--- src/logic/fcd_params.svh ---
// constants of the flow control opcode decoder
`ifndef FCD_PARAMS_SVH
`define FCD_PARAMS_SVH
// instruction word field layout
`define FCD_BARRIER_BIT   31
`define FCD_RSVD_BIT      30
`define FCD_OP_MSB        29
`define FCD_OP_LSB        22
`define FCD_CNT_MSB       15
`define FCD_CNT_LSB       10
`define FCD_POPCNT_MSB    9
`define FCD_POPCNT_LSB    7
`define FCD_COND_BIT      5
`define FCD_POP_ONE       3'h1
// opcodes
`define FCD_OP_QUAD_PUSH   8'h22
`define FCD_OP_QUAD_POP    8'h23
`define FCD_OP_QUAD_ELSE   8'h24
`define FCD_OP_JUMP_ANY    8'h25
`define FCD_OP_THR_REVIVE  8'h26
`define FCD_OP_QUAD_REVIVE 8'h27
`define FCD_OP_IRQ         8'h28
`define FCD_OP_IRQ_SLEEP   8'h29
`define FCD_OP_SET_PRIO    8'h2a
// apb map, byte addresses
`define FCD_ADDR_CTRL   8'h00
`define FCD_ADDR_IDX0   8'h04
`define FCD_ADDR_IDX1   8'h08
`define FCD_ADDR_STATUS 8'h0c
`define FCD_ADDR_PRIO   8'h10
`define FCD_ADDR_WAKE   8'h14
`define FCD_ADDR_ERR    8'h18
// ctrl fields
`define FCD_CTRL_VIRTUAL_MEM_CONTEXT_ID_LSB 0
`define FCD_CTRL_RING_LSB 8
`define FCD_CTRL_SE_LSB   12
// status fields
`define FCD_ST_DEPTH_LSB  16
`define FCD_ST_SLEEP_BIT  24
`define FCD_ST_BUSY_BIT   25
// error bits
`define FCD_ERR_POPCNT   0
`define FCD_ERR_OVER     1
`define FCD_ERR_UNDER    2
`define FCD_ERR_UNSUPP   3
`define FCD_ERR_W        4
`endif

--- src/logic/fcd_pkg.sv ---
// types shared by the flow control opcode decoder
package fcd_pkg;
  typedef enum logic [1:0] {
    FCD_IDLE  = 2'b01,
    FCD_FETCH = 2'b10
  } fcd_state_e;

  typedef struct packed {
    logic [15:0] flow_index_zero;
    logic [15:0] flow_index_one;
    logic [3:0]  virtual_mem_context_id;
    logic [1:0]  command_ring_number;
    logic [1:0]  engine_id;
  } fcd_irq_data_s;

  typedef struct packed {
    logic          valid;
    logic          sleep;
    fcd_irq_data_s data;
  } fcd_irq_s;
endpackage

--- src/logic/fcd_lane_stack.sv ---
// branch stack of lane masks with registered top read
`timescale 1ns/1ns
module fcd_lane_stack #(
  parameter int W     = 16,
  parameter int DEPTH = 8,
  parameter int PW    = $clog2(DEPTH + 1)
) (
  input  wire logic          pclk,
  input  wire logic          presetn,
  input  wire logic          push,
  input  wire logic          pop,
  input  wire logic          rd_req,
  input  wire logic [W-1:0]  wdata,
  output logic      [W-1:0]  rd_data,
  output logic      [PW-1:0] depth
);
  typedef struct packed {
    logic [DEPTH-1:0][W-1:0] mem;
    logic [PW-1:0]           ptr;
    logic [W-1:0]            rd;
  } stk_s;
  stk_s s_q;
  stk_s s_d;

  initial
  begin
    if (DEPTH < 1 || DEPTH > 255) $error("stack depth out of range");
  end

  always_comb
  begin
    s_d = s_q;
    if (push && s_q.ptr < PW'(DEPTH))
    begin
      s_d.mem[s_q.ptr[$clog2(DEPTH)-1 + (DEPTH == 1):0]] = wdata;
      s_d.ptr = s_q.ptr + PW'(1);
    end
    else if (pop && s_q.ptr != '0)
      s_d.ptr = s_q.ptr - PW'(1);
    if (rd_req && s_q.ptr != '0)
      s_d.rd = s_q.mem[s_q.ptr - PW'(1)];
  end

  always_ff @(posedge pclk or negedge presetn)
  begin
    if (!presetn)
      s_q <= '0;
    else
      s_q <= s_d;
  end

  assign rd_data = s_q.rd;
  assign depth   = s_q.ptr;
endmodule

--- src/logic/fcd_barrier_track.sv ---
// count of issued flow instructions not yet completed
`timescale 1ns/1ns
module fcd_barrier_track #(
  parameter int MAX_OUT = 15,
  parameter int CW      = $clog2(MAX_OUT + 1)
) (
  input  wire logic pclk,
  input  wire logic presetn,
  input  wire logic issue,
  input  wire logic retire,
  output logic      all_done,
  output logic      full
);
  typedef struct packed {
    logic [CW-1:0] cnt;
  } bt_s;
  bt_s s_q;
  bt_s s_d;

  initial
  begin
    if (MAX_OUT < 1) $error("outstanding limit must be positive");
  end

  always_comb
  begin
    s_d = s_q;
    // retire with nothing outstanding is a far-side fault; ignored
    if (issue && !(retire && s_q.cnt != '0))
      s_d.cnt = s_q.cnt + CW'(1);
    else if (retire && !issue && s_q.cnt != '0)
      s_d.cnt = s_q.cnt - CW'(1);
  end

  always_ff @(posedge pclk or negedge presetn)
  begin
    if (!presetn)
      s_q <= '0;
    else
      s_q <= s_d;
  end

  assign all_done = (s_q.cnt == '0);
  assign full     = (s_q.cnt == CW'(MAX_OUT));
endmodule

--- src/logic/fcd_decoder.sv ---
// flow control decoder for opcodes 34 to 42 with apb status and control
//
// Local design decisions: the placing of the registers and the APB slave port.
`timescale 1ns/1ns
`include "fcd_params.svh"
module fcd_decoder #(
  parameter int LANES       = 16,
  parameter int STACK_DEPTH = 8,
  parameter int MAX_OUT     = 15
) (
  input  wire logic              pclk,
  input  wire logic              presetn,
  input  wire logic              psel,
  input  wire logic              penable,
  input  wire logic              pwrite,
  input  wire logic [7:0]        paddr,
  input  wire logic [31:0]       pwdata,
  output logic      [31:0]       prdata,
  output logic                   pready,
  output logic                   pslverr,
  input  wire logic              instr_valid,
  output logic                   instr_ready,
  input  wire logic [31:0]       flow_word,
  input  wire logic [LANES-1:0]  cond_pass,
  input  wire logic [LANES-1:0]  lane_valid,
  input  wire logic              in_loop,
  input  wire logic              cf_done,
  output logic                   jump_take,
  output logic [LANES-1:0]       active_mask,
  output logic [5:0]             prio,
  output logic                   sleeping,
  output fcd_pkg::fcd_irq_s      irq_out
);
  import fcd_pkg::*;

  localparam int PW = $clog2(STACK_DEPTH + 1);

  initial
  begin
    if (LANES < 4 || LANES > 16 || (LANES % 4) != 0) $error("lanes must be 4, 8, 12 or 16");
    if (STACK_DEPTH > 255) $error("stack too deep for status field");
  end

  typedef struct packed {
    fcd_state_e          st;
    logic [7:0]          op;
    logic                cond;
    logic [LANES-1:0]    act;
    logic [PW-1:0]       frames;
    logic                jump;
    logic [5:0]          prio;
    logic                sleep;
    fcd_irq_s            irq;
    logic [15:0]         idx0;
    logic [15:0]         idx1;
    logic [15:0]         ctrl;
    logic [`FCD_ERR_W-1:0] err;
    logic [31:0]         rdata;
    logic                slverr;
  } dec_s;
  dec_s s_q;
  dec_s s_d;

  logic              stk_push;
  logic              stk_pop;
  logic              stk_rd;
  logic [LANES-1:0]  stk_top;
  logic [PW-1:0]     stk_depth;
  logic              bt_all_done;
  logic              bt_full;
  logic              accept;
  logic              apb_wr;
  logic              apb_rd;
  logic [7:0]        opcode;
  logic              barrier;
  logic              cond_en;
  logic [2:0]        pop_cnt;
  logic [5:0]        cnt_field;

  // any live lane lights its whole quad
  function automatic logic [LANES-1:0] quad_expand(input logic [LANES-1:0] m);
    logic [LANES-1:0] r;
    r = '0;
    for (int q = 0; q < LANES / 4; q++)
      r[q*4 +: 4] = {4{|m[q*4 +: 4]}};
    return r;
  endfunction

  fcd_lane_stack #(
    .W     (LANES),
    .DEPTH (STACK_DEPTH)
  ) u_stack (
    .pclk    (pclk),
    .presetn (presetn),
    .push    (stk_push),
    .pop     (stk_pop),
    .rd_req  (stk_rd),
    .wdata   (s_q.act),
    .rd_data (stk_top),
    .depth   (stk_depth)
  );

  fcd_barrier_track #(
    .MAX_OUT (MAX_OUT)
  ) u_barrier (
    .pclk     (pclk),
    .presetn  (presetn),
    .issue    (accept),
    .retire   (cf_done),
    .all_done (bt_all_done),
    .full     (bt_full)
  );

  // bit 30 is never decoded
  assign opcode    = flow_word[`FCD_OP_MSB:`FCD_OP_LSB];
  assign barrier   = flow_word[`FCD_BARRIER_BIT];
  assign cond_en   = flow_word[`FCD_COND_BIT];
  assign pop_cnt   = flow_word[`FCD_POPCNT_MSB:`FCD_POPCNT_LSB];
  assign cnt_field = flow_word[`FCD_CNT_MSB:`FCD_CNT_LSB];

  // unset barrier lets the word through with work still outstanding
  // set barrier holds it until every earlier one has retired
  assign instr_ready = (s_q.st == FCD_IDLE) && !s_q.sleep && !bt_full && (!barrier || bt_all_done);
  assign accept      = instr_valid && instr_ready;

  assign apb_wr = psel && penable && pwrite;
  assign apb_rd = psel && !penable && !pwrite;

  always_comb
  begin
    logic [LANES-1:0] m;
    logic [`FCD_ERR_W-1:0] err_set;
    m        = '0;
    err_set  = '0;
    s_d      = s_q;
    stk_push = 1'b0;
    stk_pop  = 1'b0;
    stk_rd   = 1'b0;
    s_d.jump = 1'b0;
    s_d.irq.valid = 1'b0;
    s_d.irq.sleep = 1'b0;

    case (s_q.st)
      FCD_IDLE:
      begin
        if (accept)
        begin
          s_d.op   = opcode;
          s_d.cond = cond_en;
          if (opcode == `FCD_OP_QUAD_PUSH)
          begin
            if (s_q.act == '0)
              s_d.jump = 1'b1;
            else if (stk_depth == PW'(STACK_DEPTH))
              err_set[`FCD_ERR_OVER] = 1'b1;
            else
            begin
              stk_push   = 1'b1;
              s_d.act    = quad_expand(s_q.act);
              s_d.frames = s_q.frames + PW'(1);
            end
          end
          else if (opcode == `FCD_OP_QUAD_POP || opcode == `FCD_OP_QUAD_ELSE)
          begin
            if (opcode == `FCD_OP_QUAD_POP && pop_cnt != `FCD_POP_ONE)
              err_set[`FCD_ERR_POPCNT] = 1'b1;
            else if (stk_depth == '0)
              err_set[`FCD_ERR_UNDER] = 1'b1;
            else
            begin
              stk_rd = 1'b1;
              s_d.st = FCD_FETCH;
            end
          end
          else if (opcode == `FCD_OP_THR_REVIVE || opcode == `FCD_OP_QUAD_REVIVE)
          begin
            // loop and quad frame use is unsupported; flagged, not executed
            if (in_loop || s_q.frames != '0)
              err_set[`FCD_ERR_UNSUPP] = 1'b1;
            else if (stk_depth == '0)
              err_set[`FCD_ERR_UNDER] = 1'b1;
            else
            begin
              stk_rd = 1'b1;
              s_d.st = FCD_FETCH;
            end
          end
          else if (opcode == `FCD_OP_JUMP_ANY)
            s_d.jump = cond_en ? |(s_q.act & cond_pass) : 1'b1;
          else if (opcode == `FCD_OP_IRQ || opcode == `FCD_OP_IRQ_SLEEP)
          begin
            s_d.irq.valid = 1'b1;
            s_d.irq.data.flow_index_zero        = s_q.idx0;
            s_d.irq.data.flow_index_one         = s_q.idx1;
            s_d.irq.data.virtual_mem_context_id = s_q.ctrl[`FCD_CTRL_VIRTUAL_MEM_CONTEXT_ID_LSB +: 4];
            s_d.irq.data.command_ring_number    = s_q.ctrl[`FCD_CTRL_RING_LSB +: 2];
            s_d.irq.data.engine_id              = s_q.ctrl[`FCD_CTRL_SE_LSB +: 2];
            if (opcode == `FCD_OP_IRQ_SLEEP)
            begin
              s_d.irq.sleep = 1'b1;
              s_d.sleep     = 1'b1;
            end
          end
          else if (opcode == `FCD_OP_SET_PRIO)
            s_d.prio = cnt_field;
        end
      end
      FCD_FETCH:
      begin
        // stack top register was loaded on the accept edge
        s_d.st = FCD_IDLE;
        if (s_q.op == `FCD_OP_QUAD_POP)
        begin
          stk_pop    = 1'b1;
          s_d.act    = stk_top;
          s_d.jump   = (stk_top == '0);
          s_d.frames = (s_q.frames != '0) ? s_q.frames - PW'(1) : s_q.frames;
        end
        else if (s_q.op == `FCD_OP_QUAD_ELSE)
        begin
          m        = stk_top & ~s_q.act & (s_q.cond ? cond_pass : {LANES{1'b1}});
          m        = quad_expand(m);
          s_d.act  = m;
          s_d.jump = (m == '0);
        end
        else if (s_q.op == `FCD_OP_THR_REVIVE)
          s_d.act = stk_top & lane_valid;
        else
          s_d.act = quad_expand(stk_top & lane_valid);
      end
      default:
        s_d.st = FCD_IDLE;
    endcase

    // apb: zero wait, reads registered in setup phase
    s_d.slverr = 1'b0;
    if (apb_rd)
    begin
      s_d.rdata = '0;
      if (paddr == `FCD_ADDR_CTRL)
        s_d.rdata[15:0] = s_q.ctrl;
      else if (paddr == `FCD_ADDR_IDX0)
        s_d.rdata[15:0] = s_q.idx0;
      else if (paddr == `FCD_ADDR_IDX1)
        s_d.rdata[15:0] = s_q.idx1;
      else if (paddr == `FCD_ADDR_STATUS)
      begin
        s_d.rdata[LANES-1:0]                  = s_q.act;
        s_d.rdata[`FCD_ST_DEPTH_LSB +: PW]    = stk_depth;
        s_d.rdata[`FCD_ST_SLEEP_BIT]          = s_q.sleep;
        s_d.rdata[`FCD_ST_BUSY_BIT]           = !bt_all_done;
      end
      else if (paddr == `FCD_ADDR_PRIO)
        s_d.rdata[5:0] = s_q.prio;
      else if (paddr == `FCD_ADDR_ERR)
        s_d.rdata[`FCD_ERR_W-1:0] = s_q.err;
      else if (paddr != `FCD_ADDR_WAKE)
        s_d.slverr = 1'b1;
    end
    else if (psel && !penable && pwrite)
    begin
      if (paddr != `FCD_ADDR_CTRL && paddr != `FCD_ADDR_IDX0 && paddr != `FCD_ADDR_IDX1
          && paddr != `FCD_ADDR_WAKE && paddr != `FCD_ADDR_ERR)
        s_d.slverr = 1'b1;
    end
    else if (!(psel && penable))
      s_d.rdata = '0;

    if (apb_wr)
    begin
      if (paddr == `FCD_ADDR_CTRL)
        s_d.ctrl = pwdata[15:0];
      else if (paddr == `FCD_ADDR_IDX0)
        s_d.idx0 = pwdata[15:0];
      else if (paddr == `FCD_ADDR_IDX1)
        s_d.idx1 = pwdata[15:0];
      // a sleep raised in this same cycle outlasts the wake write
      else if (paddr == `FCD_ADDR_WAKE && pwdata[0] && !s_d.irq.sleep)
        s_d.sleep = 1'b0;
      else if (paddr == `FCD_ADDR_ERR)
        s_d.err = s_q.err & ~pwdata[`FCD_ERR_W-1:0];
    end
    // new error in the clearing cycle is kept
    s_d.err = s_d.err | err_set;
  end

  always_ff @(posedge pclk or negedge presetn)
  begin
    if (!presetn)
    begin
      s_q    <= '0;
      s_q.st <= FCD_IDLE;
      // every lane live out of reset, else a push never has a mask to save
      s_q.act <= '1;
    end
    else
      s_q <= s_d;
  end

  assign prdata      = s_q.rdata;
  assign pready      = 1'b1;
  assign pslverr     = s_q.slverr && psel && penable;
  assign jump_take   = s_q.jump;
  assign active_mask = s_q.act;
  assign prio        = s_q.prio;
  assign sleeping    = s_q.sleep;
  assign irq_out     = s_q.irq;
endmodule

--- config.mk ---
export PLATFORM = sky130hd
export DESIGN_NAME = fcd_decoder
export DESIGN_NICKNAME = d
export VERILOG_FILES = /design/src/logic/fcd_pkg.sv /design/src/logic/fcd_lane_stack.sv /design/src/logic/fcd_barrier_track.sv /design/src/logic/fcd_decoder.sv
export VERILOG_INCLUDE_DIRS = /design/src /design/src/logic
export SDC_FILE = /design/constraint.sdc
export NUM_CORES = 1
export LEC_CHECK = 0
export BUFFER_PORTS_ARGS = -buffer_cell sky130_fd_sc_hd__buf_2
export CELL_PAD_IN_SITES_DETAIL_PLACEMENT = 1
export CELL_PAD_IN_SITES_GLOBAL_PLACEMENT = 1
export CORE_AREA = 4 4 182 184
export DETAILED_ROUTE_END_ITERATION = 8
export DIE_AREA = 0 0 186 188
export MAX_ROUTING_LAYER = met4
export PLACE_DENSITY = 0.95
export SLEW_MARGIN = 20
export SYNTH_ARGS = -nofsm -noshare
export SYNTH_HDL_FRONTEND = slang
export SYNTH_HIERARCHICAL = 1
export SYNTH_SLANG_ARGS = --single-unit
export TNS_END_PERCENT = 1
--- constraint.sdc ---
create_clock -name pclk -period 9.5 [get_ports pclk]
set_input_delay 1.9 -clock pclk [delete_from_list [all_inputs] [get_ports pclk]]
set_output_delay 1.9 -clock pclk [all_outputs]
set_load 0.1 [all_outputs]
# == Yosys cells after proc, flatten, opt, wreduce, memory -nomap -nowiden ==
# Cells that the tools add are included.
# word_totals
register_bits,318
inputBits,112
elab_cells,284
# classes
addsub,6
n_lt_le_gt_ge,4
eq_ne,39
muxes,112
bitwise_logic,15
reduce_logical,76
# op_table
op,n
2-to-1 mux 16 bit,9
bitwise mux 128 bit,1
2-to-1 mux 50 bit,2
2-to-1 mux 49 bit,2
== test 8 x 6 -> 1 bit (second input constant),12
2-to-1 mux 43 bit,2
2-to-1 mux 81 bit,1
2-to-1 mux 4 bit,19
bitwise AND 16 bit,4
2-to-1 mux 32 bit,2
2-to-1 mux 20 bit,3
2-to-1 mux 1 bit,49
binary-select mux 16 bit (select 3 bit),1
demux 16 bit (select 3 bit),1
zero test 16 bit,3
OR reduction 4 bit,12
case mux 21 bit (2 select lines),1
2-to-1 mux 33 bit,1
2-to-1 mux 2 bit,14
logical AND 1 bit,26
== test 8 x 5 -> 1 bit (second input constant),3
2-to-1 mux 6 bit,3
== test 8 x 4 -> 1 bit (second input constant),2
!= test 8 x 5 -> 1 bit (second input constant),2
other kinds (35),77

# == Logic depth before layout (Yosys ltp) ==
# Gate-level depths: netlist of the first run.
# depth
word_depth,17
depth_mapped,13
ltp_nobuf,11

# == By module ==
# Netlist of the first run, hierarchy kept.
# modules_own_cells
module,instances,cells_each,area_each_um2
fcd_decoder,1,896,8400.6
fcd_lane_stack,1,497,6875.3
fcd_barrier_track,1,25,331.6

# == Worst setup path before layout of the first run ==
# Ideal clock, no wire load.
# synth_path
path_kind,input -> output
start,in flow_word[31]
end,out instr_ready
arrival_ns,5.131
required_time_ns,7.600
slack_ns,2.469
path_stages,2
path_buffers,0
cell_sequence,nor2b_1 -> nor4b_1
# synth_between
elab_chain_len,3
# synth_lines
element,line,text
start: declaration,fcd_decoder.sv:23,"input wire logic [31:0] flow_word,"
zero test 1 bit,fcd_decoder.sv:123,assign instr_ready = (s_q.st == FCD_IDLE) && !s_q.sleep && !bt_full && (!barrier || bt_all_done);
logical OR 1 bit,fcd_decoder.sv:123,
logical AND 1 bit,fcd_decoder.sv:123,
end: declaration,fcd_decoder.sv:22,"output logic instr_ready,"
# Every way passes these cells.

# == Final worst setup path of the first run ==
# layout_path
start,in flow_word[26]
end,reg u_stack/s_q[68] (netlist name)
# layout_between
elab_chain_len,5
# layout_lines
element,line,text
== test 8 x 6 -> 1 bit (no source line),--,
2-to-1 mux 1 bit,fcd_decoder.sv:150,if (opcode == `FCD_OP_QUAD_PUSH)
2-to-1 mux 1 bit,fcd_decoder.sv:146,if (accept)
2-to-1 mux 1 bit,fcd_decoder.sv:143,case (s_q.st)
net stk_push,fcd_decoder.sv:64,logic stk_push;
logical AND 1 bit,fcd_lane_stack.sv:33,if (push && s_q.ptr < PW'(DEPTH))
end signal: assignment,fcd_lane_stack.sv:47,s_q <= '0;
end signal: assignment,fcd_lane_stack.sv:49,s_q <= s_d;
end: declaration,fcd_lane_stack.sv:22,stk_s s_q;
# The timed path passes the listed nets, and every way through them passes these cells.
# A chain may end at the register's enable or synchronous reset.

==> out/results.md, run 1 <==
* **Sequential cell area** 0.00773 mm2
* **row count** 65
* **post-CTS clock slew at the launch and capture registers of the worst setup and hold paths** 0.06 ns
* **proportion of register bits with asynchronous set or reset after synthesis** 1.00
* **combinational cell fraction of total power** 0.095
* **fraction of synthesized cell area taken by the top area cell type** 0.467
* **synthesized area divided by synthesized cell count** 11.0 um2
* **Internal** 2.22 mW
* **Post-Route Hold Slack** 0.473 ns
* **number of buffers created by CTS** 34
* **sum of negative setup slack** 0 ns
* **initial standard-cell utilization of the core** 0.497
* **die outline area** 0.0350 mm2
* **placeable core region** 0.0314 mm2
* **DR vias/cell** 6.42
* **I/O pin count** 213
* **switching power share of the total** 0.264
* **number of design rule violations left after detail routing** 0
* **largest net degree at the start of global routing** 170
* **Congestion Overflow GR** 0
* **per-cell routed wire length** 27.5 um
* **global-route met3 utilization** 0.0568
* **Net Sw Power** 795 uW
* **Final Non-Filler Cells** 1886
* **filler cell count** 3312
* **family of cells with the greatest summed delay on the critical path** simple AND/OR/NAND/NOR gates
* **via count of the first global-routing pass** 13142
* **count of hold-fix buffers inserted at cts** 0
* **number of enable-type register cells in the synthesized netlist** 0
* **share of power burned in registers** 0.462
* **TritonCTS clock tree** yes
* **number of library cell types mapped by synthesis** 74
* **power per cell area** 177 mW/mm2
* **maximum fanout count along the critical path** 16
* **final critical path time including I/O delays and setup** 5.33 ns
* **number of buffers on the longest clock path** 3
* **category of the most critical setup path** input port to flop
* **largest area contributor in the netlist** sky130_fd_sc_hd__dfrtp_1
* **type of the most critical hold path** flop to flop
* **Fmax** 188 MHz
* **maximum clock skew at final layout** 0.0285 ns
* **Syn Inst Count** 1418
* **global-route met1 utilization** 0.347
* **number of buffers and inverters on the critical path** 1
* **final hold viol count** 0
* **post-route cell area** 0.0171 mm2
* **H-tree Lvls** 2
* **clock tree root driver cell** sky130_fd_sc_hd__clkbuf_16
* **most used routing layer in global routing** met2
* **synth-to-layout area growth** 9.27%
* **layout net count** 1579
* **area after detailed placement** 0.0159 mm2
* **die outline width** 186 um
* **Yosys warning count** 6
* **clk_lat worst skew** 0.53 ns
* **number of optimization iterations in the first detailed-route pass** 5
* **element type at the critical path end** flop
* **critical path data arrival time** 5.72 ns
* **standby leakage power** 8.65 nW
* **transition time of the tightest slew-check pin** 1.20 ns
* **met2 track demand over resource** 0.484
* **wire length of the first global-routing pass** 78900 um
* **run status** completed
* **number of setup buffers added after CTS** 0
* **maximum vdd drop** 0.0981 mV
* **headroom to the max-slew limit** 0.197
* **final number of max-transition violations** 0
* **multi-input gate area in the final layout** 0.00663 mm2
* **Clk network pwr share** 0.443
* **die extent in y** 188 um
* **area of the mapped netlist** 0.0156 mm2
* **quantity of I/O buffers inserted on ports** 172
* **Cell Chain, Critical Path** buf_2, or4b_1, nor4_1, and4_1, nor2b_1, nand2_1, nor3_4, mux2_2
* **highest cell delay on the worst timing path** 0.97 ns
* **DP Cell Count** 1821
* **Detail Route Antenna Nets** 0
* **Worst Setup Start Kind** input port
* **Vias** 12116
* **half-perimeter wire length after detailed placement** 32000 um
* **share of the core filled with cells in the final layout** 0.543
* **total track usage** 0.298
* **Primary FF master, synth** sky130_fd_sc_hd__dfrtp_1
* **drt initial violations** 1142
* **total wire length after detailed routing** 51900 um
* **clk sinks** 308
* **final worst path period share** 0.561
* **leading post-synthesis cells by cell area** sky130_fd_sc_hd__dfrtp_1, sky130_fd_sc_hd__mux2_2, sky130_fd_sc_hd__nand2_1
* **antenna violations before repair** 1
* **share of layout cells above drive strength 1** 0.317
* **# setup viols final** 0
* **RSZ-0062 raised after global routing** no
* **register bit count reported by yosys** 308
* **Worst Path Required** 9.89 ns
* **cell with the largest stage delay on the worst path** sky130_fd_sc_hd__nor3_4
* **number of gates resized after cts** 0
* **Placer Congestion** 0.937
* **max cap viols** 0
* **post-synthesis sequential area ratio** 0.495
==> layer usage <==
layer | vias to the layer above | wire, um | part of all wire
met3 | 255 | 3710 | 0.072
met2 | 711 | 25300 | 0.49
met4 | 0 | 3320 | 0.064
li1 | 4990 | - | -
met5 | - | 0 | 0
met1 | 6160 | 19500 | 0.38
==> cells in the final DEF, fill, tap and decap left out, types with 10 or more instances in the layout <==
master / Yosys / final
sky130_fd_sc_hd__o21ai_0: 10 / 10
sky130_fd_sc_hd__buf_2: 22 / 171
sky130_fd_sc_hd__mux2_4: 12 / 12
sky130_fd_sc_hd__a221oi_1: 21 / 21
sky130_fd_sc_hd__conb_1: 2 / 11
sky130_fd_sc_hd__mux2i_1: 15 / 15
sky130_fd_sc_hd__o221ai_1: 10 / 10
sky130_fd_sc_hd__o21ai_1: 32 / 32
sky130_fd_sc_hd__o31ai_1: 19 / 19
sky130_fd_sc_hd__o211ai_1: 18 / 18
sky130_fd_sc_hd__nor2_1: 29 / 28
sky130_fd_sc_hd__nand3_1: 14 / 13
sky130_fd_sc_hd__o22ai_1: 38 / 38
sky130_fd_sc_hd__clkbuf_16: 0 / 35
sky130_fd_sc_hd__mux2_1: 57 / 57
sky130_fd_sc_hd__dfstp_2: 17 / 17
sky130_fd_sc_hd__mux2_2: 182 / 182
sky130_fd_sc_hd__dfrtp_1: 291 / 291
sky130_fd_sc_hd__nor4_1: 13 / 11
sky130_fd_sc_hd__inv_1: 22 / 22
sky130_fd_sc_hd__nand2_1: 258 / 258
sky130_fd_sc_hd__a21oi_1: 35 / 35
==> synthesized netlist by cell type (all sizes together), types with 18 or more instances <==
cell,count
a21oi,35
a221oi,21
buf,152
clkbuf,34
dfrtp,291
inv,26
mux2,251
nand2,258
nor2,29
o211ai,18
o21ai,42
o22ai,38
o31ai,19
==> cell families after synthesis <==
family / Yosys count / share of synthesized area
multiplexers: 266 / 0.194
XOR/XNOR: 8 / 0.00569
AND/OR/NAND/NOR: 384 / 0.113
AO/OA/AOI/OAI: 224 / 0.0968
flip-flops: 308 / 0.495
other: 2 / 0.000481
buffers and inverters: 216 / 0.0866
adder cells (fa/ha/maj): 10 / 0.00850
==> worst reg2reg max path: stages (launching register included) <==
cell	delay (ns)
sky130_fd_sc_hd__dfrtp_1	0.48
sky130_fd_sc_hd__nor4_2	0.47
sky130_fd_sc_hd__nor2b_1	0.12
sky130_fd_sc_hd__or4_1	0.85
sky130_fd_sc_hd__clkinv_1	0.16
sky130_fd_sc_hd__and4_1	0.33
sky130_fd_sc_hd__nor2b_1	0.49
sky130_fd_sc_hd__nand2_1	0.27
sky130_fd_sc_hd__nor3_4	0.97
sky130_fd_sc_hd__mux2_2	0.45
==> area by class of cell <==
type	count	area share
inverters	30	0.00668
diodes	3	0.000440
well taps	402	0.0295
multi-input cells	903	0.389
flip-flops and latches	308	0.453
repair buffers	180	0.0562
clock inverters	11	0.00653
clock buffers	49	0.0585
==> through the flow <==
step	power (mW)	setup slack (ns)
after detailed placement	1.68	3.87
after CTS	3.02	4.21
after global routing	3.11	4.11
after global placement	1.66	3.96
after floorplan	1.58	2.47
final	3.01	4.17
==> power by group through the flow <==
stage	Sequential, mW	Combinational (mW)	Clock (mW)
floorplan	1.40	0.183	0
global placement	1.41	0.257	0
detailed placement	1.41	0.271	0
CTS	1.39	0.280	1.35
global route	1.39	0.308	1.41
finish	1.39	0.286	1.33
==> state kept, by name, indices dropped and copies added, names as in the netlist <==
register / count
irq_out: 42
u_stack/depth: 4
prdata: 22
prio: 6
active_mask: 16
u_barrier/s_q: 4
jump_take: 1
sleeping: 1
s_q: 68
u_stack/s_q: 128
u_stack/rd_data: 16
==> path summary, 6_finish.rpt <==
kind	from	to	slack, ns	cells after the start
setup / recovery	flow_word[26]	u_stack/s_q[68]$_DFFE_PN0P_	4.17	8
hold / removal	irq_out[37]$_DFFE_PN0P_	irq_out[37]$_DFFE_PN0P_	0.47	2
setup reg to reg	u_barrier/s_q[0]$_DFFE_PN0P_	u_stack/s_q[68]$_DFFE_PN0P_	4.75	9
hold reg to reg	irq_out[37]$_DFFE_PN0P_	irq_out[37]$_DFFE_PN0P_	0.47	2
max in group asynchronous	presetn	u_stack/s_q[71]$_DFFE_PN0P_	6.81	2
min in group asynchronous	presetn	irq_out[15]$_DFFE_PN0P_	1.32	1
No activity file was read; power rests on OpenSTA's default activity.
==> run 2, diff against run 1 <==
--- a/config.mk
+++ b/config.mk
@@ -6,14 +6,15 @@
 export SDC_FILE = /design/constraint.sdc
 export NUM_CORES = 1
 export LEC_CHECK = 0
+export ABC_AREA = 1
 export BUFFER_PORTS_ARGS = -buffer_cell sky130_fd_sc_hd__buf_2
 export CELL_PAD_IN_SITES_DETAIL_PLACEMENT = 1
 export CELL_PAD_IN_SITES_GLOBAL_PLACEMENT = 1
-export CORE_AREA = 4 4 182 184
+export CORE_AREA = 4 4 210 212
 export DETAILED_ROUTE_END_ITERATION = 8
-export DIE_AREA = 0 0 186 188
+export DIE_AREA = 0 0 214 216
 export MAX_ROUTING_LAYER = met4
-export PLACE_DENSITY = 0.95
+export PLACE_DENSITY = 0.89
 export SLEW_MARGIN = 20
 export SYNTH_ARGS = -nofsm -noshare
 export SYNTH_HDL_FRONTEND = slang
==> constraint.sdc (replaced) <==
create_clock -name pclk -period 4.8 [get_ports pclk]
set_input_delay 0.96 -clock pclk [delete_from_list [all_inputs] [get_ports pclk]]
set_output_delay 0.96 -clock pclk [all_outputs]
set_load 0.1 [all_outputs]
==> run 2 against run 1 <==
  * Final cell count increased by 49%
  * Combinational power rose to 7.0 times the previous value
  * Worst hold slack got worse by 0.0019 ns
  * Sequential share of layout area down 2.6 points
  * Clock skew is 0.0015 ns higher
  * Synthesized cell count up 55%
  * Die area rose by 32%
  * Register-to-register slack lost 3.0 ns
  * Sequential power is 130% higher
  * Highest routed layer unchanged
==> out/results.md, run 2 <==
* **sum of negative setup slack** 0 ns, unchanged
* **filler cell count** 5239, was 3312
* **leading post-synthesis cells by cell area** sky130_fd_sc_hd__dfrtp_1, sky130_fd_sc_hd__nand2_1, sky130_fd_sc_hd__o21ai_0, was sky130_fd_sc_hd__dfrtp_1, sky130_fd_sc_hd__mux2_2, sky130_fd_sc_hd__nand2_1
* **max cap viols** 0, unchanged
* **clock tree root driver cell** sky130_fd_sc_hd__clkbuf_16, unchanged
* **Worst R2R Path Depth** 12, was 9
* **post-synthesis sequential area ratio** 0.473, was 0.495
* **Detail Route Antenna Nets** 0, unchanged
* **final critical path time including I/O delays and setup** 3.09 ns
* **worst path setup slack after routing** 1.71 ns, was 4.17 ns
* **wire length of the first global-routing pass** 87600 um, was 78900 um
* **initial standard-cell utilization of the core** 0.390, was 0.497
* **flip-flop count of the largest register after layout** 128, unchanged
* **register bit count reported by yosys** 308, unchanged
* **commonest cells after routing, fill and taps aside** sky130_fd_sc_hd__nand2_1, sky130_fd_sc_hd__dfrtp_1, sky130_fd_sc_hd__inv_1, was sky130_fd_sc_hd__dfrtp_1, sky130_fd_sc_hd__nand2_1, sky130_fd_sc_hd__mux2_2
* **row count** 75, was 65
* **number of buffers created by CTS** 36, was 34
* **R2R Path Start** s_q[164]$_DFFE_PN1P_, was u_barrier/s_q[0]$_DFFE_PN0P_
* **H-tree Lvls** 2, unchanged
* **per-cell routed wire length** 19.5 um, was 27.5 um
* **final worst path period share** 0.644
* **number of gates resized after cts** 0, unchanged
* **proportion of register bits with asynchronous set or reset after synthesis** 1.00, unchanged
* **post-CTS clock slew at the launch and capture registers of the worst setup and hold paths** 0.06 ns, about the same
* **Vias** 14862, was 12116
* **worst slack after detailed placement** 1.16 ns, was 3.87 ns
* **post-route cell area** 0.0181 mm2, was 0.0171 mm2
* **antenna violations before repair** 0, was 1
* **Worst Hold Launch** irq_out[27]$_DFFE_PN0P_, was irq_out[37]$_DFFE_PN0P_
* **number of optimization iterations in the first detailed-route pass** 5, unchanged
* **internal reg-to-reg setup slack** 1.72 ns, was 4.75 ns
* **largest area contributor in the netlist** sky130_fd_sc_hd__dfrtp_1, unchanged
* **largest net degree at the start of global routing** 122, was 170
* **power per cell area** 441 mW/mm2, was 177 mW/mm2
* **Placer Congestion** 0.903, was 0.937
* **most common cell after layout, fill and taps aside** sky130_fd_sc_hd__nand2_1, was sky130_fd_sc_hd__dfrtp_1
* **standby leakage power** 9.48 nW, was 8.65 nW
* **headroom to the max-slew limit** 0.241, was 0.197
* **RSZ-0062 raised after global routing** no, unchanged
* **final number of max-transition violations** 0, unchanged
* **die outline width** 214 um, was 186 um
* **share of layout cells above drive strength 1** 0.133, was 0.317
* **half-perimeter wire length after detailed placement** 37500 um, was 32000 um
* **die extent in y** 216 um, was 188 um
* **maximum clock skew at final layout** 0.0299 ns, was 0.0285 ns
* **number of buffers on the longest clock path** 3, unchanged
* **Reg with most FFs** u_stack/s_q, unchanged
* **quantity of I/O buffers inserted on ports** 172, unchanged
* **number of enable-type register cells in the synthesized netlist** 0, unchanged
* **maximum vdd drop** 0.511 mV, was 0.0981 mV
* **Yosys warning count** 6, unchanged
* **Syn Inst Count** 2196, was 1418
* **multi-input gate area in the final layout** 0.00636 mm2, was 0.00663 mm2
* **via count of the first global-routing pass** 15829, was 13142
* **area after detailed placement** 0.0169 mm2, was 0.0159 mm2
* **area of the mapped netlist** 0.0163 mm2, was 0.0156 mm2
* **Fmax** 324 MHz
* **total wire length after detailed routing** 54600 um, was 51900 um
* **final hold viol count** 0, unchanged
* **transition time of the tightest slew-check pin** 1.14 ns, was 1.20 ns
* **TritonCTS clock tree** yes, unchanged
* **Worst Setup Start Kind** flop, was input port
* **fraction of synthesized cell area taken by the top area cell type** 0.445, was 0.467
* **Sequential cell area** 0.00773 mm2, about the same
* **DR vias/cell** 5.30, was 6.42
* **number of library cell types mapped by synthesis** 47, was 74
* **Congestion Overflow GR** 0, unchanged
* **instance count along the most critical hold path** 2, unchanged
* **maximum fanout count along the critical path** 4, was 16
* **type of the most critical hold path** flop to flop, unchanged
* **run status** completed, unchanged
* **synthesized area divided by synthesized cell count** 7.44 um2, was 11.0 um2
* **number of setup buffers added after CTS** 0, unchanged
* **clk_lat worst skew** 0.54 ns, was 0.53 ns
* **synth-to-layout area growth** 10.7%, was 9.27%
* **Worst Path Required** 3.84 ns, was 9.89 ns
* **number of design rule violations left after detail routing** 0, unchanged
* **Final Power** 7.98 mW, was 3.01 mW
* **Primary FF master, synth** sky130_fd_sc_hd__dfrtp_1, unchanged
* **element type at the critical path end** output port, was flop
* **# setup viols final** 0, unchanged
* **die outline area** 0.0462 mm2, was 0.0350 mm2
* **synth cell count leaders** sky130_fd_sc_hd__nand2_1, sky130_fd_sc_hd__dfrtp_1, sky130_fd_sc_hd__inv_1, was sky130_fd_sc_hd__dfrtp_1, sky130_fd_sc_hd__nand2_1, sky130_fd_sc_hd__mux2_2
* **end of the worst register-to-register path** u_stack/rd_data[2]$_DFFE_PN0P_, was u_stack/s_q[68]$_DFFE_PN0P_
* **critical path data arrival time** 2.13 ns, was 5.72 ns
* **most common cell in the synthesized netlist** sky130_fd_sc_hd__nand2_1, was sky130_fd_sc_hd__dfrtp_1
* **count of hold-fix buffers inserted at cts** 0, unchanged
* **drt initial violations** 1238, was 1142
* **category of the most critical setup path** flop to output port, was input port to flop
* **clk sinks** 308, unchanged
* **I/O pin count** 213, unchanged
* **Post-Route Hold Slack** 0.471 ns, was 0.473 ns
* **layout net count** 2361, was 1579
* **Worst Hold End** irq_out[27]$_DFFE_PN0P_, was irq_out[37]$_DFFE_PN0P_
* **total track usage** 0.239, was 0.298
* **placeable core region** 0.0419 mm2, was 0.0314 mm2
* **antenna diode count** 0, was 3
-- run 2: cell types whose count changed in the layout (fill, tap and decap cells not counted), sizes merged, moves of 15 or more --
cell | previous run | this run
buf | 180 | 195
mux2i | 15 | 0
inv | 27 | 276
nand3 | 14 | 150
o22ai | 38 | 11
o21ai | 42 | 262
o31ai | 19 | 0
mux2 | 251 | 0
nor2 | 29 | 84
nand2 | 258 | 783
a221oi | 21 | 0
-- run 2: how the worst max path moves through the flow --
stage                                    start                              to  slack [ns]  cells after the start
after floorplan                           psel                         pslverr        1.59                      2
after global placement                paddr[1]             s_q[43]$_DFFE_PN0P_        1.36                      8
after detailed placement              paddr[1]             s_q[42]$_DFFE_PN0P_        1.16                      8
after CTS                             paddr[1]             s_q[51]$_DFFE_PN0P_        1.69                      8
after global routing      s_q[164]$_DFFE_PN1P_  u_stack/rd_data[2]$_DFFE_PN0P_        1.49                     12
final                     s_q[164]$_DFFE_PN1P_                     instr_ready        1.71                      6
-- run 2: logic make-up (layout without fill, tap and decap cells) --
kind of cell             after synthesis  in the layout  share of synthesized area
buffers and inverters                478            539                      0.141
adder cells (fa/ha/maj)               10             10                    0.00811
AND/OR/NAND/NOR                     1056           1056                      0.267
other                                  2             11                   0.000459
AO/OA/AOI/OAI                        336            336                      0.107
flip-flops                           308            308                      0.473
XOR/XNOR                               6              6                    0.00413
-- run 2: where the power goes --
group          internal [mW]  switching [mW]
sequential              2.81           0.330
combinational          0.402            1.61
clock                   1.71            1.12
-- run 2: area by class of cell --
type / instances / area share
inverters: 279 / 0.0581
flip-flops and latches: 308 / 0.427
repair buffers: 195 / 0.0590
well taps: 539 / 0.0373
multi-input cells: 1419 / 0.351
clock buffers: 59 / 0.0596
clock inverters: 6 / 0.00781
-- run 2: layer usage --
metal,global-route usage,part of all wire,vias to the layer above
li1,-,-,6829
met1,0.313,0.43,7407
met2,0.396,0.48,536
met3,0.0388,0.067,90
met4,0.0553,0.023,0
met5,-,0,-
-- run 2: critical path, stage by stage (launching register included) --
cell and delay [ns]:
sky130_fd_sc_hd__dfstp_2 0.55, sky130_fd_sc_hd__ha_1 0.23, sky130_fd_sc_hd__inv_2 0.08, sky130_fd_sc_hd__nor3_2 0.13, sky130_fd_sc_hd__nand2_2 0.12, sky130_fd_sc_hd__inv_1 0.06, sky130_fd_sc_hd__buf_2 0.42
-- run 2: per-stage QoR --
stage | util | std cells
after global placement | 0.402 | 2740
final | 0.432 | 2805
after floorplan | - | 2205
after detailed placement | 0.402 | 2740
after global routing | 0.432 | 2805
after CTS | 0.431 | 2805
==> run 3, diff against run 2 <==
--- a/config.mk
+++ b/config.mk
@@ -6,13 +6,13 @@
 export SDC_FILE = /design/constraint.sdc
 export NUM_CORES = 1
 export LEC_CHECK = 0
-export ABC_AREA = 1
+export ABC_AREA = 0
 export BUFFER_PORTS_ARGS = -buffer_cell sky130_fd_sc_hd__buf_2
 export CELL_PAD_IN_SITES_DETAIL_PLACEMENT = 1
 export CELL_PAD_IN_SITES_GLOBAL_PLACEMENT = 1
-export CORE_AREA = 4 4 210 212
+export CORE_AREA = 4 4 198 200
 export DETAILED_ROUTE_END_ITERATION = 8
-export DIE_AREA = 0 0 214 216
+export DIE_AREA = 0 0 202 204
 export MAX_ROUTING_LAYER = met4
 export PLACE_DENSITY = 0.89
 export SLEW_MARGIN = 20
==> constraint.sdc (replaced) <==
create_clock -name pclk -period 2.5 [get_ports pclk]
set_input_delay 0.5 -clock pclk [delete_from_list [all_inputs] [get_ports pclk]]
set_output_delay 0.5 -clock pclk [all_outputs]
set_load 0.1 [all_outputs]
==> run 3 against run 2 <==
  * The flow now finishes with violations (setup timing)
  * First-iteration DRC count shrank 14%
  * Combinational power shrank 28%
  * Worst hold slack lost 0.28 ns
  * Final cell count shrank 25%
  * Die area shrank 11%
  * Clock skew shrank 0.013 ns
  * Final area grew 2.6%
  * Sequential share of layout area shrank 1.1 points
  * Power grew 45%
  * Utilization grew 6.5 points
  * Register-to-register slack lost 2.3 ns
==> out/results.md, run 3 (synthesis gave the netlist of run 1 again) <==
* **critical path data arrival time** 3.46 ns, was 2.13 ns
* **category of the most critical setup path** flop to flop, was flop to output port
* **total wire length after detailed routing** 57800 um, was 54600 um
* **flip-flop count of the largest register after layout** 128, unchanged
* **quantity of I/O buffers inserted on ports** 172, unchanged
* **die outline width** 202 um, was 214 um
* **global-route met1 utilization** 0.304, was 0.313
* **die outline area** 0.0412 mm2, was 0.0462 mm2
* **Worst Setup EP** u_stack/s_q[113]$_DFFE_PN0P_, was instr_ready
* **Worst Setup Start Kind** flop, unchanged
* **internal reg-to-reg setup slack** -0.56 ns, was 1.72 ns
* **Vias** 12730, was 14862
* **Cell Chain, Critical Path** nor4_4, nor2b_2, or4_4, clkinv_8, and4_4, nor2b_4, nand2_4, nor3b_4, buf_6, buf_6, mux2_2, was ha_1, inv_2, nor3_2, nand2_2, inv_1, buf_2
* **worst path setup slack after routing** -0.556 ns, was 1.71 ns
* **number of design rule violations left after detail routing** 0, unchanged
* **commonest cells after routing, fill and taps aside** sky130_fd_sc_hd__dfrtp_1, sky130_fd_sc_hd__nand2_1, sky130_fd_sc_hd__buf_2, was sky130_fd_sc_hd__nand2_1, sky130_fd_sc_hd__dfrtp_1, sky130_fd_sc_hd__inv_1
* **Congestion Overflow GR** 0, unchanged
* **Final Non-Filler Cells** 2107, was 2805
* **max cap viols** 0, unchanged
* **number of buffers and inverters on the critical path** 3, unchanged
* **maximum vdd drop** 0.402 mV, was 0.511 mV
* **type of the most critical hold path** input port to flop, was flop to flop
* **number of optimization iterations in the first detailed-route pass** 5, unchanged
* **largest net degree at the start of global routing** 69, was 122
* **most common cell after layout, fill and taps aside** sky130_fd_sc_hd__dfrtp_1, was sky130_fd_sc_hd__nand2_1
* **instance count along the most critical hold path** 2, unchanged
* **clock tree root driver cell** sky130_fd_sc_hd__clkbuf_16, unchanged
* **met2 track demand over resource** 0.464, was 0.396
* **Critical Path Stages** 11, was 6
* **headroom to the max-slew limit** 0.570, was 0.241
* **Reg with most FFs** u_stack/s_q, unchanged
* **wire length of the first global-routing pass** 85200 um, was 87600 um
* **share of the core filled with cells in the final layout** 0.496, was 0.432
* **element type at the critical path end** flop, was output port
* **DR vias/cell** 6.04, was 5.30
* **Worst R2R Path Depth** 11, was 12
* **worst slack after detailed placement** -0.838 ns, was 1.16 ns
* **Placer Congestion** 0.915, was 0.903
* **highest cell delay on the worst timing path** 0.56 ns, was 0.55 ns
* **layout net count** 1691, was 2361
* **row count** 71, was 75
* **maximum clock skew at final layout** 0.0174 ns, was 0.0299 ns
* **clk_lat worst skew** 0.53 ns, was 0.54 ns
* **Worst Path Required** 2.90 ns, was 3.84 ns
* **final worst path period share** 1.22
* **Detail Route Antenna Nets** 0, unchanged
* **placeable core region** 0.0374 mm2, was 0.0419 mm2
* **die extent in y** 204 um, was 216 um
* **share of layout cells above drive strength 1** 0.388, was 0.133
* **Setup crit start** u_barrier/s_q[1]$_DFFE_PN0P_, was s_q[164]$_DFFE_PN1P_
* **cell with the largest stage delay on the worst path** sky130_fd_sc_hd__or4_4, was sky130_fd_sc_hd__dfstp_2
* **transition time of the tightest slew-check pin** 0.643 ns, was 1.14 ns
* **run status** finished with violations, was completed
* **global-route met3 utilization** 0.0603, was 0.0388
* **initial standard-cell utilization of the core** 0.417, was 0.390
* **R2R Path Start** u_barrier/s_q[1]$_DFFE_PN0P_, was s_q[164]$_DFFE_PN1P_
* **end of the worst register-to-register path** u_stack/s_q[113]$_DFFE_PN0P_, was u_stack/rd_data[2]$_DFFE_PN0P_
* **per-cell routed wire length** 27.4 um, was 19.5 um
* **cell occurring most often along the worst timing path** sky130_fd_sc_hd__buf_6
* **most used routing layer in global routing** met2, unchanged
* **Post-Route Hold Slack** 0.190 ns, was 0.471 ns
* **Fmax** 327 MHz
* **I/O pin count** 213, unchanged
* **# setup viols final** 223, was 0
* **H-tree Lvls** 2, unchanged
* **Final Power** 11.6 mW, was 7.98 mW
* **standby leakage power** 9.36 nW, was 9.48 nW
* **violations in the final reports** setup timing
* **clk sinks** 308, unchanged
* **post-CTS clock slew at the launch and capture registers of the worst setup and hold paths** 0.06 ns, about the same
* **power per cell area** 625 mW/mm2, was 441 mW/mm2
* **final number of max-transition violations** 0, unchanged
* **maximum fanout count along the critical path** 5, was 4
* **half-perimeter wire length after detailed placement** 37300 um, was 37500 um
* **final hold viol count** 0, unchanged
* **via count of the first global-routing pass** 13867, was 15829
* **TritonCTS clock tree** yes, unchanged
* **number of buffers created by CTS** 34, was 36
* **family of cells with the greatest summed delay on the critical path** simple AND/OR/NAND/NOR gates, was buffers and inverters
* **total track usage** 0.272, was 0.239
* **synth-to-layout area growth** 18.9%, was 10.7%
* **final critical path time including I/O delays and setup** 3.06 ns
* **DP Cell Count** 2034, was 2740
* **RSZ-0062 raised after global routing** yes, was no
* **number of buffers on the longest clock path** 3, unchanged
* **drt initial violations** 1068, was 1238
* **antenna violations before repair** 5, was 0
[run 3: layout make-up]
type / instances / area (um2)
Antenna cell: 5 / 12.5
Clock buffer: 50 / 1010
Clock inverter: 8 / 62.6
Fill cell: 3946 / 18800
Inverter: 30 / 126
Multi-Input combinational cell: 903 / 7000
Sequential cell: 308 / 7730
Tap cell: 511 / 639
Timing Repair Buffer: 292 / 1980
[run 3: worst min-delay path by stage]
stage                                  startpoint                       to  slack [ns]
after floorplan                           presetn   irq_out[0]$_DFFE_PN0P_        0.20
after global placement     prdata[15]$_DFFE_PN0P_   prdata[15]$_DFFE_PN0P_        0.45
after detailed placement  irq_out[16]$_DFFE_PN0P_  irq_out[16]$_DFFE_PN0P_        0.46
after CTS                           flow_word[15]      prio[5]$_DFFE_PN0P_        0.18
after global routing                flow_word[15]      prio[5]$_DFFE_PN0P_        0.18
final                               flow_word[15]      prio[5]$_DFFE_PN0P_        0.19
[run 3: per-stage QoR]
step / area (um2) / setup TNS, ns
finish: 18600 / -75.62
global route: 18600 / -93.27
CTS: 18300 / -65.40
detailed placement: 17000 / -121.62
global placement: 17000 / -77.13
floorplan: 15800 / -50.95
[run 3: report_power, final]
| group | switching, mW | leakage [nW] | internal [mW] |
|---|---|---|---|
| registers | 0.140 | 4.20 | 5.11 |
| logic | 0.911 | 4.63 | 0.530 |
| clock network | 2.09 | 0.534 | 2.81 |
| total | 3.14 | 9.36 | 8.45 |
[run 3: worst reg2reg max path, cell delays in order (launching register included)]
cell	delay [ns]
sky130_fd_sc_hd__dfrtp_2	0.43
sky130_fd_sc_hd__nor4_4	0.33
sky130_fd_sc_hd__nor2b_2	0.11
sky130_fd_sc_hd__or4_4	0.56
sky130_fd_sc_hd__clkinv_8	0.07
sky130_fd_sc_hd__and4_4	0.24
sky130_fd_sc_hd__nor2b_4	0.20
sky130_fd_sc_hd__nand2_4	0.09
sky130_fd_sc_hd__nor3b_4	0.23
sky130_fd_sc_hd__buf_6	0.17
sky130_fd_sc_hd__buf_6	0.15
sky130_fd_sc_hd__mux2_2	0.36
[run 3: metal layers]
metal / wire length [um] / share of wire
met4: 3430 / 0.059
met5: 0 / 0
met3: 4180 / 0.072
met1: 21300 / 0.37
met2: 28900 / 0.50
[run 3: what timing repair did]
| item | in CTS | in global routing |
|---|---|---|
| hold endpoints to repair | 56 | 0 |
| hold buffers | 1 | 0 |
| pin swaps | 3 | 7 |
| buffers inserted | 4 | 5 |
| resized for setup | 32 | 58 |
| setup endpoints to repair | 209 | 224 |
| cloned | 1 | 0 |
